<file path="src/hdl/sla_pkg.sv">
// constants, register map and operation codes of the shift/logic datapath
package sla_pkg;

  // avalon byte address width and register byte offsets
  localparam int unsigned SLA_AW        = 7;
  localparam logic [6:0]  SLA_OFS_WREG  = 7'h00;
  localparam logic [6:0]  SLA_OFS_FLAGS = 7'h04;
  localparam logic [6:0]  SLA_OFS_IMM   = 7'h08;
  localparam logic [6:0]  SLA_OFS_CMD   = 7'h0c;
  localparam logic [6:0]  SLA_OFS_PORTA = 7'h10;
  localparam int unsigned SLA_MEM_BIT   = 6;     // address bit that selects the data memory window
  localparam int unsigned SLA_MEM_AW    = 4;     // data memory holds 2**SLA_MEM_AW bytes
  localparam int unsigned SLA_MEM_DEPTH = 16;

  // status flag bit positions
  localparam int unsigned SLA_FLAG_Z      = 0;
  localparam int unsigned SLA_FLAG_C      = 1;
  localparam int unsigned SLA_FLAG_NIBBLE = 2;
  localparam int unsigned SLA_FLAG_RANGE  = 3;

  // command word fields
  localparam int unsigned SLA_CMD_OP_LSB   = 0;
  localparam int unsigned SLA_CMD_MEM_BIT  = 4;
  localparam int unsigned SLA_CMD_IMM_BIT  = 5;
  localparam int unsigned SLA_CMD_ADDR_LSB = 8;
  localparam int unsigned SLA_CMD_W        = 12;

  // values after reset
  localparam logic [7:0]  SLA_WREG_RST  = 8'h00;
  localparam logic [3:0]  SLA_FLAGS_RST = 4'h0;
  localparam logic [7:0]  SLA_IMM_RST   = 8'h00;
  localparam logic [7:0]  SLA_PORTA_RST = 8'h00;
  localparam logic [7:0]  SLA_MEM_RST   = 8'h00;
  localparam logic [11:0] SLA_CMD_RST   = 12'h000;

  // datapath operations
  typedef enum logic [3:0] {
    SLA_OP_SHR    = 4'b0000,
    SLA_OP_RRC    = 4'b0001,
    SLA_OP_SHL    = 4'b0010,
    SLA_OP_RLC    = 4'b0011,
    SLA_OP_SWAP   = 4'b0100,
    SLA_OP_AND    = 4'b0101,
    SLA_OP_OR     = 4'b0110,
    SLA_OP_XOR    = 4'b0111,
    SLA_OP_NOT    = 4'b1000,
    SLA_OP_NEG    = 4'b1001,
    SLA_OP_CMP_WM = 4'b1010,
    SLA_OP_CMP_MW = 4'b1011,
    SLA_OP_XOR_IO = 4'b1100
  } sla_op_t;

  // register select produced by the address decoder
  typedef enum logic [2:0] {
    SLA_SEL_NONE  = 3'b000,
    SLA_SEL_WREG  = 3'b001,
    SLA_SEL_FLAGS = 3'b010,
    SLA_SEL_IMM   = 3'b011,
    SLA_SEL_CMD   = 3'b100,
    SLA_SEL_PORTA = 3'b101,
    SLA_SEL_MEM   = 3'b110
  } sla_sel_t;

endpackage

</file>
<file path="src/hdl/sla_shift_unit.sv">
// shift, rotate through carry and nibble swap of one byte
`timescale 1ns/100ps
module sla_shift_unit (
  // operation and operand
  input  wire sla_pkg::sla_op_t op,
  input  wire logic [7:0]       operand,
  input  wire logic             carry_in,
  // result
  output logic [7:0]            result,
  output logic                  carry_out
);
  import sla_pkg::*;

  // carry_out only matters for the four shift forms
  always_comb begin
    result    = operand;
    carry_out = carry_in;
    case (op)
      SLA_OP_SHR: begin
        result    = {1'b0, operand[7:1]};
        carry_out = operand[0];
      end
      SLA_OP_RRC: begin
        result    = {carry_in, operand[7:1]};
        carry_out = operand[0];
      end
      SLA_OP_SHL: begin
        result    = {operand[6:0], 1'b0};
        carry_out = operand[7];
      end
      SLA_OP_RLC: begin
        result    = {operand[6:0], carry_in};
        carry_out = operand[7];
      end
      SLA_OP_SWAP: begin
        result = {operand[3:0], operand[7:4]};
      end
      default: begin
        result    = operand;
        carry_out = carry_in;
      end
    endcase
  end

endmodule

</file>
<file path="src/hdl/sla_logic_unit.sv">
// bitwise logic, complements and subtract-style compare of two bytes
`timescale 1ns/100ps
module sla_logic_unit (
  // operation and operands
  input  wire sla_pkg::sla_op_t op,
  input  wire logic [7:0]       lhs,
  input  wire logic [7:0]       rhs,
  // result and compare flags
  output logic [7:0]            result,
  output logic                  borrow,
  output logic                  nibble_borrow,
  output logic                  overflow
);
  import sla_pkg::*;

  logic [8:0] diff;
  logic [4:0] nib_diff;

  // one extra bit keeps the borrow out of both subtractions
  assign diff          = {1'b0, lhs} - {1'b0, rhs};
  assign nib_diff      = {1'b0, lhs[3:0]} - {1'b0, rhs[3:0]};
  assign borrow        = diff[8];
  assign nibble_borrow = nib_diff[4];
  assign overflow      = (lhs[7] ^ rhs[7]) & (diff[7] ^ lhs[7]);

  // result select
  always_comb begin
    case (op)
      SLA_OP_AND:    result = lhs & rhs;
      SLA_OP_OR:     result = lhs | rhs;
      SLA_OP_XOR:    result = lhs ^ rhs;
      SLA_OP_XOR_IO: result = lhs ^ rhs;
      SLA_OP_NOT:    result = ~lhs;
      SLA_OP_NEG:    result = 8'h00 - lhs;
      SLA_OP_CMP_WM: result = diff[7:0];
      SLA_OP_CMP_MW: result = diff[7:0];
      default:       result = lhs;
    endcase
  end

endmodule

</file>
<file path="src/hdl/sla_core.sv">
// shift/logic/compare datapath with avalon-mm register slave and data memory
`timescale 1ns/100ps
module sla_core (
  // clock and reset
  input  wire logic                      core_clk,
  input  wire logic                      nrst,
  // avalon-mm slave
  input  wire logic [sla_pkg::SLA_AW-1:0] avs_address,
  input  wire logic                      avs_read,
  input  wire logic                      avs_write,
  input  wire logic [31:0]               avs_writedata,
  input  wire logic [3:0]                avs_byteenable,
  output logic [31:0]                    avs_readdata,
  output logic                           avs_waitrequest,
  // core state
  output logic [7:0]                     working_register,
  output logic [7:0]                     port_a_data,
  output logic                           result_null_flag,
  output logic                           arith_out_bit,
  output logic                           nibble_carry_flag,
  output logic                           signed_range_error_flag
);
  import sla_pkg::*;

  logic [7:0]            dmem [SLA_MEM_DEPTH];
  logic [3:0]            flags;
  logic [7:0]            imm;
  logic [SLA_CMD_W-1:0]  cmd_last;
  logic                  ack;
  logic                  req;
  logic                  wr_taken;
  sla_sel_t              sel;
  logic [31:0]           next_readdata;
  logic                  exec;
  sla_op_t               ex_op;
  logic                  ex_mem;
  logic                  ex_imm;
  logic [SLA_MEM_AW-1:0] ex_addr;
  logic [7:0]            mem_rd;
  logic [7:0]            src_sel;
  logic [7:0]            lhs;
  logic [7:0]            rhs;
  logic [7:0]            sh_res;
  logic                  sh_carry;
  logic [7:0]            lg_res;
  logic                  lg_borrow;
  logic                  lg_nib;
  logic                  lg_ov;
  logic [7:0]            result;
  logic                  is_shift;
  logic                  is_cmp;
  logic                  dest_mem;
  logic                  dest_io;
  logic                  dest_wreg;
  logic [3:0]            next_flags;

  // register decode, shared by the read mux and every write path
  function automatic sla_sel_t decode_sel(input logic [SLA_AW-1:0] a);
    sla_sel_t s;
    s = SLA_SEL_NONE;
    if (a[SLA_MEM_BIT]) begin
      s = SLA_SEL_MEM;
    end else begin
      case (a)
        SLA_OFS_WREG:  s = SLA_SEL_WREG;
        SLA_OFS_FLAGS: s = SLA_SEL_FLAGS;
        SLA_OFS_IMM:   s = SLA_SEL_IMM;
        SLA_OFS_CMD:   s = SLA_SEL_CMD;
        SLA_OFS_PORTA: s = SLA_SEL_PORTA;
        default:       s = SLA_SEL_NONE;
      endcase
    end
    return s;
  endfunction

  // bus handshake: every access waits exactly one cycle, which gives the
  // registered read data time to settle without a combinational path
  assign req             = avs_read | avs_write;
  assign avs_waitrequest = req & ~ack;
  assign wr_taken        = avs_write & ack;
  assign sel             = decode_sel(avs_address);
  always_ff @(posedge core_clk or negedge nrst) begin
    if (!nrst) begin
      ack <= 1'b0;
    end else begin
      ack <= req & ~ack;
    end
  end
  // read mux, unmapped and reserved bits read as zero
  always_comb begin
    next_readdata = 32'h0000_0000;
    case (sel)
      SLA_SEL_WREG:  next_readdata[7:0] = working_register;
      SLA_SEL_FLAGS: next_readdata[3:0] = flags;
      SLA_SEL_IMM:   next_readdata[7:0] = imm;
      SLA_SEL_CMD:   next_readdata[SLA_CMD_W-1:0] = cmd_last;
      SLA_SEL_PORTA: next_readdata[7:0] = port_a_data;
      SLA_SEL_MEM:   next_readdata[7:0] = dmem[avs_address[SLA_MEM_AW+1:2]];
      default:       next_readdata = 32'h0000_0000;
    endcase
  end
  // read data is captured in the wait cycle and stands at the taking edge
  always_ff @(posedge core_clk or negedge nrst) begin
    if (!nrst) begin
      avs_readdata <= 32'h0000_0000;
    end else if (avs_read && !ack) begin
      avs_readdata <= next_readdata;
    end
  end
  // a command write with both low lanes enabled runs one operation
  assign exec    = wr_taken && (sel == SLA_SEL_CMD) && (avs_byteenable[1:0] == 2'b11);
  assign ex_op   = sla_op_t'(avs_writedata[SLA_CMD_OP_LSB +: 4]);
  assign ex_mem  = avs_writedata[SLA_CMD_MEM_BIT];
  assign ex_imm  = avs_writedata[SLA_CMD_IMM_BIT];
  assign ex_addr = avs_writedata[SLA_CMD_ADDR_LSB +: SLA_MEM_AW];
  assign mem_rd  = dmem[ex_addr];
  // operand routing
  always_comb begin
    src_sel = (ex_mem && ex_op != SLA_OP_SWAP) ? mem_rd : working_register;  // swap only on the register
    lhs     = working_register;
    rhs     = mem_rd;
    case (ex_op)
      SLA_OP_NOT, SLA_OP_NEG: lhs = src_sel;
      SLA_OP_AND, SLA_OP_OR, SLA_OP_XOR: rhs = ex_imm ? imm : mem_rd;
      SLA_OP_XOR_IO: rhs = port_a_data;
      SLA_OP_CMP_MW: begin
        lhs = mem_rd;
        rhs = working_register;
      end
      default: begin
        lhs = working_register;
        rhs = mem_rd;
      end
    endcase
  end
  sla_shift_unit u_shift (
    .op        (ex_op),
    .operand   (src_sel),
    .carry_in  (flags[SLA_FLAG_C]),
    .result    (sh_res),
    .carry_out (sh_carry)
  );
  sla_logic_unit u_logic (
    .op            (ex_op),
    .lhs           (lhs),
    .rhs           (rhs),
    .result        (lg_res),
    .borrow        (lg_borrow),
    .nibble_borrow (lg_nib),
    .overflow      (lg_ov)
  );
  // destination decode; swap ignores the memory bit, and/or/xor with the immediate never write memory
  always_comb begin
    is_shift = 1'b0;
    is_cmp   = 1'b0;
    dest_mem = 1'b0;
    dest_io  = 1'b0;
    case (ex_op)
      SLA_OP_SHR, SLA_OP_RRC, SLA_OP_SHL, SLA_OP_RLC: begin
        is_shift = 1'b1;
        dest_mem = ex_mem;
      end
      SLA_OP_SWAP: is_shift = 1'b1;
      SLA_OP_AND, SLA_OP_OR, SLA_OP_XOR: dest_mem = ex_mem & ~ex_imm;
      SLA_OP_NOT, SLA_OP_NEG: dest_mem = ex_mem;
      SLA_OP_CMP_WM, SLA_OP_CMP_MW: is_cmp = 1'b1;
      SLA_OP_XOR_IO: dest_io = 1'b1;
      default: is_cmp = 1'b0;
    endcase
    dest_wreg = (ex_op <= SLA_OP_NEG) && !dest_mem;
  end

  assign result = is_shift ? sh_res : lg_res;
  // flag update per operation class
  always_comb begin
    next_flags = flags;
    case (ex_op)
      SLA_OP_SHR, SLA_OP_RRC, SLA_OP_SHL, SLA_OP_RLC: next_flags[SLA_FLAG_C] = sh_carry;
      SLA_OP_AND, SLA_OP_OR, SLA_OP_XOR, SLA_OP_NOT, SLA_OP_NEG: next_flags[SLA_FLAG_Z] = (result == 8'h00);
      SLA_OP_CMP_WM, SLA_OP_CMP_MW: begin
        next_flags[SLA_FLAG_Z]  = (result == 8'h00);
        next_flags[SLA_FLAG_C]  = lg_borrow;
        next_flags[SLA_FLAG_NIBBLE] = lg_nib;
        next_flags[SLA_FLAG_RANGE]  = lg_ov;
      end
      default: next_flags = flags;
    endcase
  end

  // working register
  always_ff @(posedge core_clk or negedge nrst) begin
    if (!nrst) begin
      working_register <= SLA_WREG_RST;
    end else if (wr_taken && sel == SLA_SEL_WREG && avs_byteenable[0]) begin
      working_register <= avs_writedata[7:0];
    end else if (exec && dest_wreg) begin
      working_register <= result;
    end
  end

  // status flags
  always_ff @(posedge core_clk or negedge nrst) begin
    if (!nrst) begin
      flags <= SLA_FLAGS_RST;
    end else if (wr_taken && sel == SLA_SEL_FLAGS && avs_byteenable[0]) begin
      flags <= avs_writedata[3:0];
    end else if (exec) begin
      flags <= next_flags;
    end
  end

  assign result_null_flag        = flags[SLA_FLAG_Z];
  assign arith_out_bit           = flags[SLA_FLAG_C];
  assign nibble_carry_flag       = flags[SLA_FLAG_NIBBLE];
  assign signed_range_error_flag = flags[SLA_FLAG_RANGE];

  // immediate operand and last command
  always_ff @(posedge core_clk or negedge nrst) begin
    if (!nrst) begin
      imm      <= SLA_IMM_RST;
      cmd_last <= SLA_CMD_RST;
    end else begin
      if (wr_taken && sel == SLA_SEL_IMM && avs_byteenable[0]) begin
        imm <= avs_writedata[7:0];
      end
      if (exec) begin
        cmd_last <= avs_writedata[SLA_CMD_W-1:0];
      end
    end
  end

  // port a data register
  always_ff @(posedge core_clk or negedge nrst) begin
    if (!nrst) begin
      port_a_data <= SLA_PORTA_RST;
    end else if (wr_taken && sel == SLA_SEL_PORTA && avs_byteenable[0]) begin
      port_a_data <= avs_writedata[7:0];
    end else if (exec && dest_io) begin
      port_a_data <= result;
    end
  end

  // data memory; read, compute and write back land on the same edge,
  // so nothing can slip between the read and the write of one operation
  always_ff @(posedge core_clk or negedge nrst) begin
    if (!nrst) begin
      for (int i = 0; i < SLA_MEM_DEPTH; i++) begin
        dmem[i] <= SLA_MEM_RST;
      end
    end else if (wr_taken && sel == SLA_SEL_MEM && avs_byteenable[0]) begin
      dmem[avs_address[SLA_MEM_AW+1:2]] <= avs_writedata[7:0];
    end else if (exec && dest_mem) begin
      dmem[ex_addr] <= result;
    end
  end
endmodule

</file>
<file path="config.mk">
export PLATFORM = sky130hd
export DESIGN_NAME = sla_core
export DESIGN_NICKNAME = d
export VERILOG_FILES = /design/src/hdl/sla_pkg.sv /design/src/hdl/sla_shift_unit.sv /design/src/hdl/sla_logic_unit.sv /design/src/hdl/sla_core.sv
export SDC_FILE = /design/constraint.sdc
export NUM_CORES = 1
export LEC_CHECK = 0
export BUFFER_PORTS_ARGS = -buffer_cell sky130_fd_sc_hd__buf_2
export CORE_ASPECT_RATIO = 1.25
export CORE_MARGIN = 2
export CORE_UTILIZATION = 40
export CTS_CLUSTER_SIZE = 24
export DETAILED_ROUTE_END_ITERATION = 7
export REMOVE_ABC_BUFFERS = 1
export SYNTH_ARGS = -nofsm -noshare
export SYNTH_HDL_FRONTEND = slang
export SYNTH_SLANG_ARGS = --single-unit
</file>
<file path="constraint.sdc">
create_clock -name core_clk -period 9.1 [get_ports core_clk]
set_input_delay 0.455 -clock core_clk [delete_from_list [all_inputs] [get_ports core_clk]]
set_output_delay 0.455 -clock core_clk [all_outputs]
set_load 0.1 [all_outputs]
</file>
==> results by stage, run 1 <==
GRT:
- The wire length of the first global-routing pass is 72.18 mm.
- The total overflow reported by the global router is 0.
- Across every metal layer, demand over resource in global routing totals 0.2897.
- The via count of the first global-routing pass is 11,470.
- The largest net degree at the start of global routing is 106.
- The number of antenna violations at the first check in global routing is 2.

Detailed routing:
- The remaining number of nets flagged by the antenna check after routing is 0.
- The total number of vias is 11,617.
- The post-detailed-route wirelength per cell is 27.24 µm.
- The routed wire length is 47.14 mm.
- The count of routing violations after the opening detailed-route iteration is 1,335.
- The vias per cell is 6.711.
- The number of remaining DRC errors is 0.
- The first detailed-routing pass took 7 iterations.

Yosys:
- The unique cell type count in the Yosys netlist is 83.
- For this run, the number of Yosys warnings is 0.
- The number of synthesized register bits is 181.
- For this run, the leading register cell type out of synthesis is sky130_fd_sc_hd__dfrtp_1.
- Dividing the synthesized area by the synthesized cell count gives 9.668 µm².
- The instance count of the mapped netlist is 1,309.
- Summed over all instances, the cell type with the most area after synthesis is sky130_fd_sc_hd__dfrtp_1.
- The share of the synthesized area in the top cell type is 0.3579.
- After synthesis the cells add up to 12,660 µm².
- The async set-or-reset flop fraction in the synthesized netlist is 1.000.
- Of the synthesized area, sequential elements account for 0.3579.
- The synthesized design contains 0 enable-type register cells.
- After synthesis, the cell types taking the most area are sky130_fd_sc_hd__dfrtp_1 36%, sky130_fd_sc_hd__mux4_2 12%, sky130_fd_sc_hd__a22oi_1 8.9%.

Worst setup path:
- The most frequent cell on the critical path is sky130_fd_sc_hd__buf_4.
- The data arrival time of the critical path is 6.22 ns.
- In this run the worst path has a maximum fanout of 27.
- The reg2reg setup slack is 3.50 ns.
- The critical path endpoint category is a register.
- The startpoint of the worst setup timing path is avs_writedata[0].
- The reg-to-reg startpoint is dmem[0]$_DFFE_PN0P_.
- On the critical path, the stage with the largest delay is an instance of sky130_fd_sc_hd__a2111oi_0.
- Walking the worst path, the cells encountered are buf_2 -> buf_4 -> or2_0 -> buf_4 -> nor2_1 -> buf_4 -> a22o_1 -> a222oi_1 -> inv_1 -> ha_1 -> o21bai_1 -> a211o_1 -> a2111oi_0 -> nor3_1 -> nand3b_1 -> a221oi_1 -> a211oi_2 -> buf_4 -> or2_4 -> o21ai_0.
- For the worst setup path, the data required time is 9.46 ns.
- The maximum single-stage delay on the critical path is 0.78 ns.
- The worst setup path is launched from an input port.
- The category of the most critical setup path is input port to register.

Timing:
- The share of the clock period used by the worst path is 0.6435.
- In this run the tightest slew margin relative to its limit is 0.1691.
- The final worst clock skew is 0.01371 ns.
- The actual slew at the worst max-slew pin is 1.243 ns.
- Setup repair after global routing left no endpoint under its margin.
- The final number of setup-violating endpoints is 0.
- Summed over all failing endpoints, the final setup total negative slack is 0 ns.
- Across all hold checks on the routed design, the worst slack comes to 0.1173 ns.
- The total count of hold-check failures in the final report is 0.
- The final-report max-slew violation count was 0.
- The peak clock frequency supported by timing is 170.8 MHz.
- The final critical-path required period is 5.855 ns.

Final layout:
- The net count reported at finish is 1,387.
- With fillers left out, the area of the finished cells amounts to 13,770 µm².
- The multi-input combinational cells in the finished layout cover a total of 7461 µm².
- The fraction of final layout cells sized beyond drive strength 1 is 0.1760.
- The number of diodes is 0.
- The area growth from synthesis to layout is 8.819%.
- The area taken by flip-flops and latches is 4529 µm².
- The count of placed standard cells in the final layout, fillers left out is 1,731.
- Fill cells in the final layout number 2,974.

Clocking:
- The clock tree from TritonCTS is built.
- The insertion delay of the later-clocked pin in the worst-skew pair is 0.45 ns.
- Buffers inserted during clock tree synthesis total 17.
- The clock root buffer is sky130_fd_sc_hd__clkbuf_16.
- The total of hold buffers inserted after clock tree synthesis is 0.
- CTS built an H-tree with a depth of 4.
- The buffers inserted during post-CTS setup optimization is 0.
- CTS saw 181 sinks.
- The total of cells resized after clock tree synthesis is 0.
- The clock slew seen by the registers of the worst setup and hold paths is 0.07 ns.
- The maximum clock insertion buffer count is 2.

Floorplan:
- The floorplan has 72 rows.
- The width of the die is 163.1 µm.
- The initial utilization of the core area, before any placement, comes to 0.4072.
- For this design the top-level I/O count stands at 100.
- The overall die height is 202.9 µm.
- The floorplan step defined a die boundary enclosing 33,090 µm².
- The total area inside the core boundary comes to 31,080 µm².

Placed design:
- The count of port buffers added during placement is 57.
- The global placement routability congestion is 0.9355.
- Including well taps, the total number of placed cells is 1,701.
- The placed wire-length estimate after detailed placement is 33.75 mm.
- The placed instances occupy a cell area of 13,160 µm².

Power:
- Of the total power, the share spent switching nets is 0.3396.
- The internal power contribution is 1.502 mW.
- Power spread over the standard cell area amounts to 165.2 nW/µm².
- The clock network fraction of total power is 0.350.
- Of the total power, registers draw 0.411.
- The largest voltage drop on the vdd net is 134.1 µV.
- The share of total power dissipated in combinational logic is 0.239.
- Summed over all nets, the switching power comes to 0.7726 mW.
- For this design the static power due to leakage is 5.677 nW.
- Total power for the finished layout comes to 2.275 mW.

Outcome:
- The run finished with clean final reports.

Flow run:
- The tool flagged a number of max-cap violations equal to 0.

Min path:
- The worst hold path belongs to the class input port to async pin.
## cells in the final DEF, fill, tap and decap left out, types with 10 or more instances in the layout
cell,instances
sky130_fd_sc_hd__nor3_1,22
sky130_fd_sc_hd__clkbuf_16,17
sky130_fd_sc_hd__nand3_1,21
sky130_fd_sc_hd__o21ai_2,10
sky130_fd_sc_hd__dfrtp_1,181
sky130_fd_sc_hd__nor2b_1,13
sky130_fd_sc_hd__o21ai_1,34
sky130_fd_sc_hd__a22oi_1,150
sky130_fd_sc_hd__inv_1,29
sky130_fd_sc_hd__o21ai_0,165
sky130_fd_sc_hd__mux2i_1,27
sky130_fd_sc_hd__a22o_1,31
sky130_fd_sc_hd__mux2_2,15
sky130_fd_sc_hd__buf_4,33
sky130_fd_sc_hd__nand2b_1,13
sky130_fd_sc_hd__ha_1,26
sky130_fd_sc_hd__nor2_1,64
sky130_fd_sc_hd__a21oi_1,39
sky130_fd_sc_hd__buf_2,56
sky130_fd_sc_hd__conb_1,20
sky130_fd_sc_hd__mux4_2,67
sky130_fd_sc_hd__nand2_1,138
## final timing paths
check                                         endpoint  cells after the start
setup / recovery                   dmem[7]$_DFFE_PN0P_                     20
hold / removal                    dmem[80]$_DFFE_PN0P_                      1
setup reg to reg            port_a_data[1]$_DFFE_PN0P_                     15
hold reg to reg                          ack$_DFF_PN0_                      1
max in group asynchronous  avs_readdata[8]$_DFFE_PN0P_                      2
min in group core_clk                    ack$_DFF_PN0_                      3
## cell type report
class | instances | share of cell area
Timing Repair Buffer | 90 | 0.03934
Clock inverter | 11 | 0.01172
Clock buffer | 19 | 0.03289
Inverter | 31 | 0.008449
Multi-Input combinational cell | 992 | 0.5417
Tap cell | 407 | 0.03698
Sequential cell | 181 | 0.3289
## power groups by stage
stage	clock network (mW)	registers [mW]	logic [mW]
global route	0.837	0.941	0.584
global placement	0	0.945	0.526
floorplan	0	0.957	0.316
CTS	0.803	0.932	0.538
finish	0.796	0.936	0.543
detailed placement	0	0.947	0.536
## registers in the layout, indices dropped and copies added, names as in the netlist
| name | count |
|---|---|
| port_a_data | 8 |
| working_register | 8 |
| ack | 1 |
| avs_readdata | 12 |
| dmem | 128 |
| flags | 4 |
| cmd_last | 12 |
| imm | 8 |
## synth_stat cells (9+ instances only)
library cell               count
sky130_fd_sc_hd__a22o_1       31
sky130_fd_sc_hd__o21ai_2      10
sky130_fd_sc_hd__mux2i_1      27
sky130_fd_sc_hd__buf_4        22
sky130_fd_sc_hd__buf_1        14
sky130_fd_sc_hd__nor2b_1      13
sky130_fd_sc_hd__o21ai_0     166
sky130_fd_sc_hd__buf_2        15
sky130_fd_sc_hd__mux4_2       67
sky130_fd_sc_hd__nor3_1       22
sky130_fd_sc_hd__a221o_1       9
sky130_fd_sc_hd__o21ai_1      33
sky130_fd_sc_hd__mux2_2       15
sky130_fd_sc_hd__a31oi_1       9
sky130_fd_sc_hd__nor2_1       65
sky130_fd_sc_hd__a21oi_1      39
sky130_fd_sc_hd__ha_1         26
sky130_fd_sc_hd__clkbuf_1     66
sky130_fd_sc_hd__dfrtp_1     181
sky130_fd_sc_hd__nand2_1     138
sky130_fd_sc_hd__nand2b_1     13
sky130_fd_sc_hd__a22oi_1     150
sky130_fd_sc_hd__inv_1        29
sky130_fd_sc_hd__nand3_1      21
## through the flow
stage / util / setup slack [ns]
after floorplan: - / 4.812
after global placement: 0.4233 / 3.090
after detailed placement: 0.4233 / 2.944
after CTS: 0.4431 / 3.371
after global routing: 0.4431 / 3.094
final: 0.4431 / 3.245
## critical path: cells and delay by family
family | cells | cell delay, ns
fa+ha+maj | 1 | 0.38
buf+inv | 6 | 1.66
simple gates | 5 | 0.87
compound gates | 8 | 2.81
## routing by layer
layer,vias up,track usage,part of all wire
met5,-,0,0.00057
met2,650,0.4764,0.48
met4,4,0.1764,0.068
li1,4998,-,-
met3,180,0.04331,0.072
met1,5785,0.3590,0.38
## cell families after synthesis
group	synth area share
compound gates	0.2713
xor+xnor	0.002670
fa+ha+maj	0.02729
buf+inv	0.05882
flops	0.3579
mux	0.1679
other cells	0.0002963
simple gates	0.1139
No activity file was read; power rests on OpenSTA's default activity.
==> run 2, diff against run 1 <==
==> constraint.sdc (replaced) <==
create_clock -name core_clk -period 4.9 [get_ports core_clk]
set_input_delay 0.245 -clock core_clk [delete_from_list [all_inputs] [get_ports core_clk]]
set_output_delay 0.245 -clock core_clk [all_outputs]
set_load 0.1 [all_outputs]
==> run 2 against run 1 <==
The run now ends with DRC left. Final area rose by 3.5%. Total power rose by 88%. Worst setup slack got worse by 3.0 ns. Flip-flop and latch count did not move. Clock power rose by 83%. Non-clock buffer count rose by 60. Count of clock-buffer cells in the layout fell by 1. Routed wire length rose by 6.1%. Register-to-register slack got worse by 3.3 ns. Global-route usage rose by 2.0 points. Core utilization rose by 1.5 points. Largest power group unchanged. Worst hold slack got worse by 0.057 ns.
==> results by stage, run 2 (same netlist as run 1, synthesis figures left out) <==
Outcome:
- The run finished, with violations left.
- The final reports fail on DRC.

Worst setup path:
- Data on the critical path is required at its endpoint by 5.27 ns.
- The most frequent cell on the critical path is sky130_fd_sc_hd__mux2i_1.
- In this design, the stage delay of the slowest critical-path cell is 0.57 ns.
- Grouping stages by cell kind, the critical path spends the most delay in compound AO/OA/AOI/OAI gates.
- The critical path's slowest cell is sky130_fd_sc_hd__a2111oi_1.
- The most critical setup path has its startpoint at dmem[1]$_DFFE_PN0P_.
- Walking the worst path, the cells encountered are mux4_2 -> mux2i_1 -> mux2i_1 -> a222oi_1 -> inv_1 -> ha_1 -> o21bai_1 -> a211o_1 -> a2111oi_1 -> nor3_1 -> nand3b_1 -> a221oi_1 -> a211oi_2 -> or2_4 -> o21ai_0.
- The reg-to-reg startpoint is dmem[1]$_DFFE_PN0P_.
- The category of the most critical setup path is register to register.
- The number of buffers and inverters on the critical path is 1.
- The data arrival time of the critical path is 5.02 ns.
- The critical path endpoint category is a register.
- The kind of launch point of the worst setup path is a register.
- In this run the worst path has a maximum fanout of 12.

Floorplan:
- The die is 163.1 µm wide.
- The area of the die is 33,090 µm².
- The overall die height is 202.9 µm.
- The starting utilization of the core area is 0.4072.
- The total area inside the core boundary comes to 31,080 µm².
- 100 I/O pins were placed.
- The floorplan has 72 rows.

Clocking:
- The H-tree depth is 4.
- For this design, the sink count on the clock tree is 181.
- The cell sitting at the root of the clock tree is a sky130_fd_sc_hd__clkbuf_16.
- The clock passes through at most 2 buffers.
- Clock tree synthesis inserted a total of 17 buffers.
- The clock tree from TritonCTS is built.
- The clock slew seen by the registers of the worst setup and hold paths is 0.08 ns.
- The buffers inserted during post-CTS setup optimization is 0.
- The insertion delay of the later-clocked pin in the worst-skew pair is 0.46 ns.

Detailed routing:
- After detailed routing, the average wire length per cell comes to 27.89 µm.
- The first detailed-routing pass took 8 iterations.
- The count of routing violations after the opening detailed-route iteration is 1,328.
- The number of remaining DRC errors is 1.
- The routed wire length is 50.00 mm.
- Using the TritonRoute via totals, the vias-per-cell ratio works out to 6.690.
- The remaining number of nets flagged by the antenna check after routing is 0.
- The final route contains 11,996 vias.

Final layout:
- The library cell used most frequently in the layout, excluding fill and tap cells, is sky130_fd_sc_hd__dfrtp_1.
- The area growth from synthesis to layout is 12.61%.
- The fraction of final layout cells sized beyond drive strength 1 is 0.2121.
- dmem holds more flip-flops than any other register.
- In the layout the commonest cells are 181 x sky130_fd_sc_hd__dfrtp_1, 166 x sky130_fd_sc_hd__o21ai_0, 150 x sky130_fd_sc_hd__a22oi_1, 138 x sky130_fd_sc_hd__nand2_1, 90 x sky130_fd_sc_hd__buf_4.
- The number of diodes is 0.
- Registers take 4529 µm².
- The largest registers in the layout are dmem x128, avs_readdata x12, cmd_last x12.
- Counting the fill cells in the layout gives 3,006.
- Summing all multi-input logic gate instances after layout gives 7462 µm².
- The net count reported at finish is 1,447.
- The register with the most flip-flops in the layout has 128 of them.

Timing:
- Across all setup checks in the final design, the least slack found is 0.2486 ns.
- Setup repair after global routing left no endpoint under its margin.
- In this run the tightest slew margin relative to its limit is 0.1892.
- After layout, the minimum clock period comes to 4.651 ns.
- The final number of setup-violating endpoints is 0.
- The final worst clock skew is 0.02014 ns.
- The tightest hold path in the finished design has a slack of 0.06021 ns.
- The share of the clock period used by the worst path is 0.9493.
- For the pin with the worst max-slew slack, the measured transition is 1.213 ns.
- For this run, the top clock speed supported by timing is 215.0 MHz.
- The total count of hold-check failures in the final report is 0.
- The total negative slack for setup checks is 0 ns.
- The final-report max-slew violation count was 0.

Power:
- The largest voltage drop on the vdd net is 231.2 µV.
- The total design power is 4.277 mW.
- The total leakage power is 5.975 nW.
- The power density of the placed cells is 300.1 nW/µm².

Min path:
- In this run the worst hold path is classified as input port to register.
- The source of the worst hold timing path is avs_read.

Flow run:
- Across the run, the number of max-cap violations was 0.

GRT:
- The number of antenna violations at the first check in global routing is 0.
- Entering global routing, the biggest net connects 88 pins.
- The total overflow reported by the global router is 0.
- In the global route stage, overall resource usage came out at 0.3099.
- The first global-routing pass estimated 75.93 mm of wire.
- The via count of the first global-routing pass is 11,867.

Placed design:
- The count of port buffers added during placement is 57.
- Routability-driven placement finished with a final weighted congestion of 1.023.
- Timing analysis after detailed placement gives a worst setup slack of -0.01179 ns.
- Detailed placement finished with a half-perimeter wire length of 37.41 mm.
## run 2: tightest hold or removal path, cell delays in order
cell                     delay (ns)
sky130_fd_sc_hd__buf_2         0.10
sky130_fd_sc_hd__nor2_1        0.08
sky130_fd_sc_hd__nor2_1        0.05
## run 2: power by group
part / switching [mW] / internal, mW
registers: 0.126 / 1.61
clock network: 0.680 / 0.783
logic: 0.691 / 0.388
total: 1.50 / 2.78
## run 2: worst paths after layout
path / to / slack (ns) / depth (start not counted)
max in group asynchronous: dmem[105]$_DFFE_PN0P_ / 3.37 / 3
setup / recovery: dmem[15]$_DFFE_PN0P_ / 0.25 / 15
setup reg to reg: dmem[15]$_DFFE_PN0P_ / 0.25 / 15
min in group asynchronous: dmem[33]$_DFFE_PN0P_ / 0.38 / 2
hold reg to reg: ack$_DFF_PN0_ / 0.46 / 1
hold / removal: ack$_DFF_PN0_ / 0.06 / 3
## run 2: per-stage QoR
stage                     utilization  std cells  cell area, µm²
final                          0.4585       1793           14250
after global routing           0.4585       1793           14250
after CTS                      0.4585       1793           14250
after detailed placement       0.4384       1760           13630
after global placement         0.4384       1760           13630
after floorplan                     -       1204           12100
## run 2: layout make-up
| type | instances | area share |
|---|---|---|
| Multi-Input combinational cell | 992 | 0.5236 |
| Clock inverter | 14 | 0.01229 |
| Sequential cell | 181 | 0.3178 |
| Clock buffer | 18 | 0.03082 |
| Inverter | 31 | 0.008165 |
| Tap cell | 407 | 0.03573 |
| Timing Repair Buffer | 150 | 0.07155 |
## run 2: per-layer routing
metal,vias to the layer above,share of wire,GRT usage
met1,5969,0.37,0.3787
met3,200,0.074,0.05005
li1,5116,-,-
met5,-,0,0
met2,711,0.48,0.4930
met4,0,0.079,0.2298
## run 2: timing repair
| action | in CTS | in global routing |
|---|---|---|
| hold buffers | 1 | 0 |
| endpoints found under the hold margin | 85 | 0 |
| gates resized for setup | 0 | 1 |
| setup endpoints to repair | 0 | 13 |
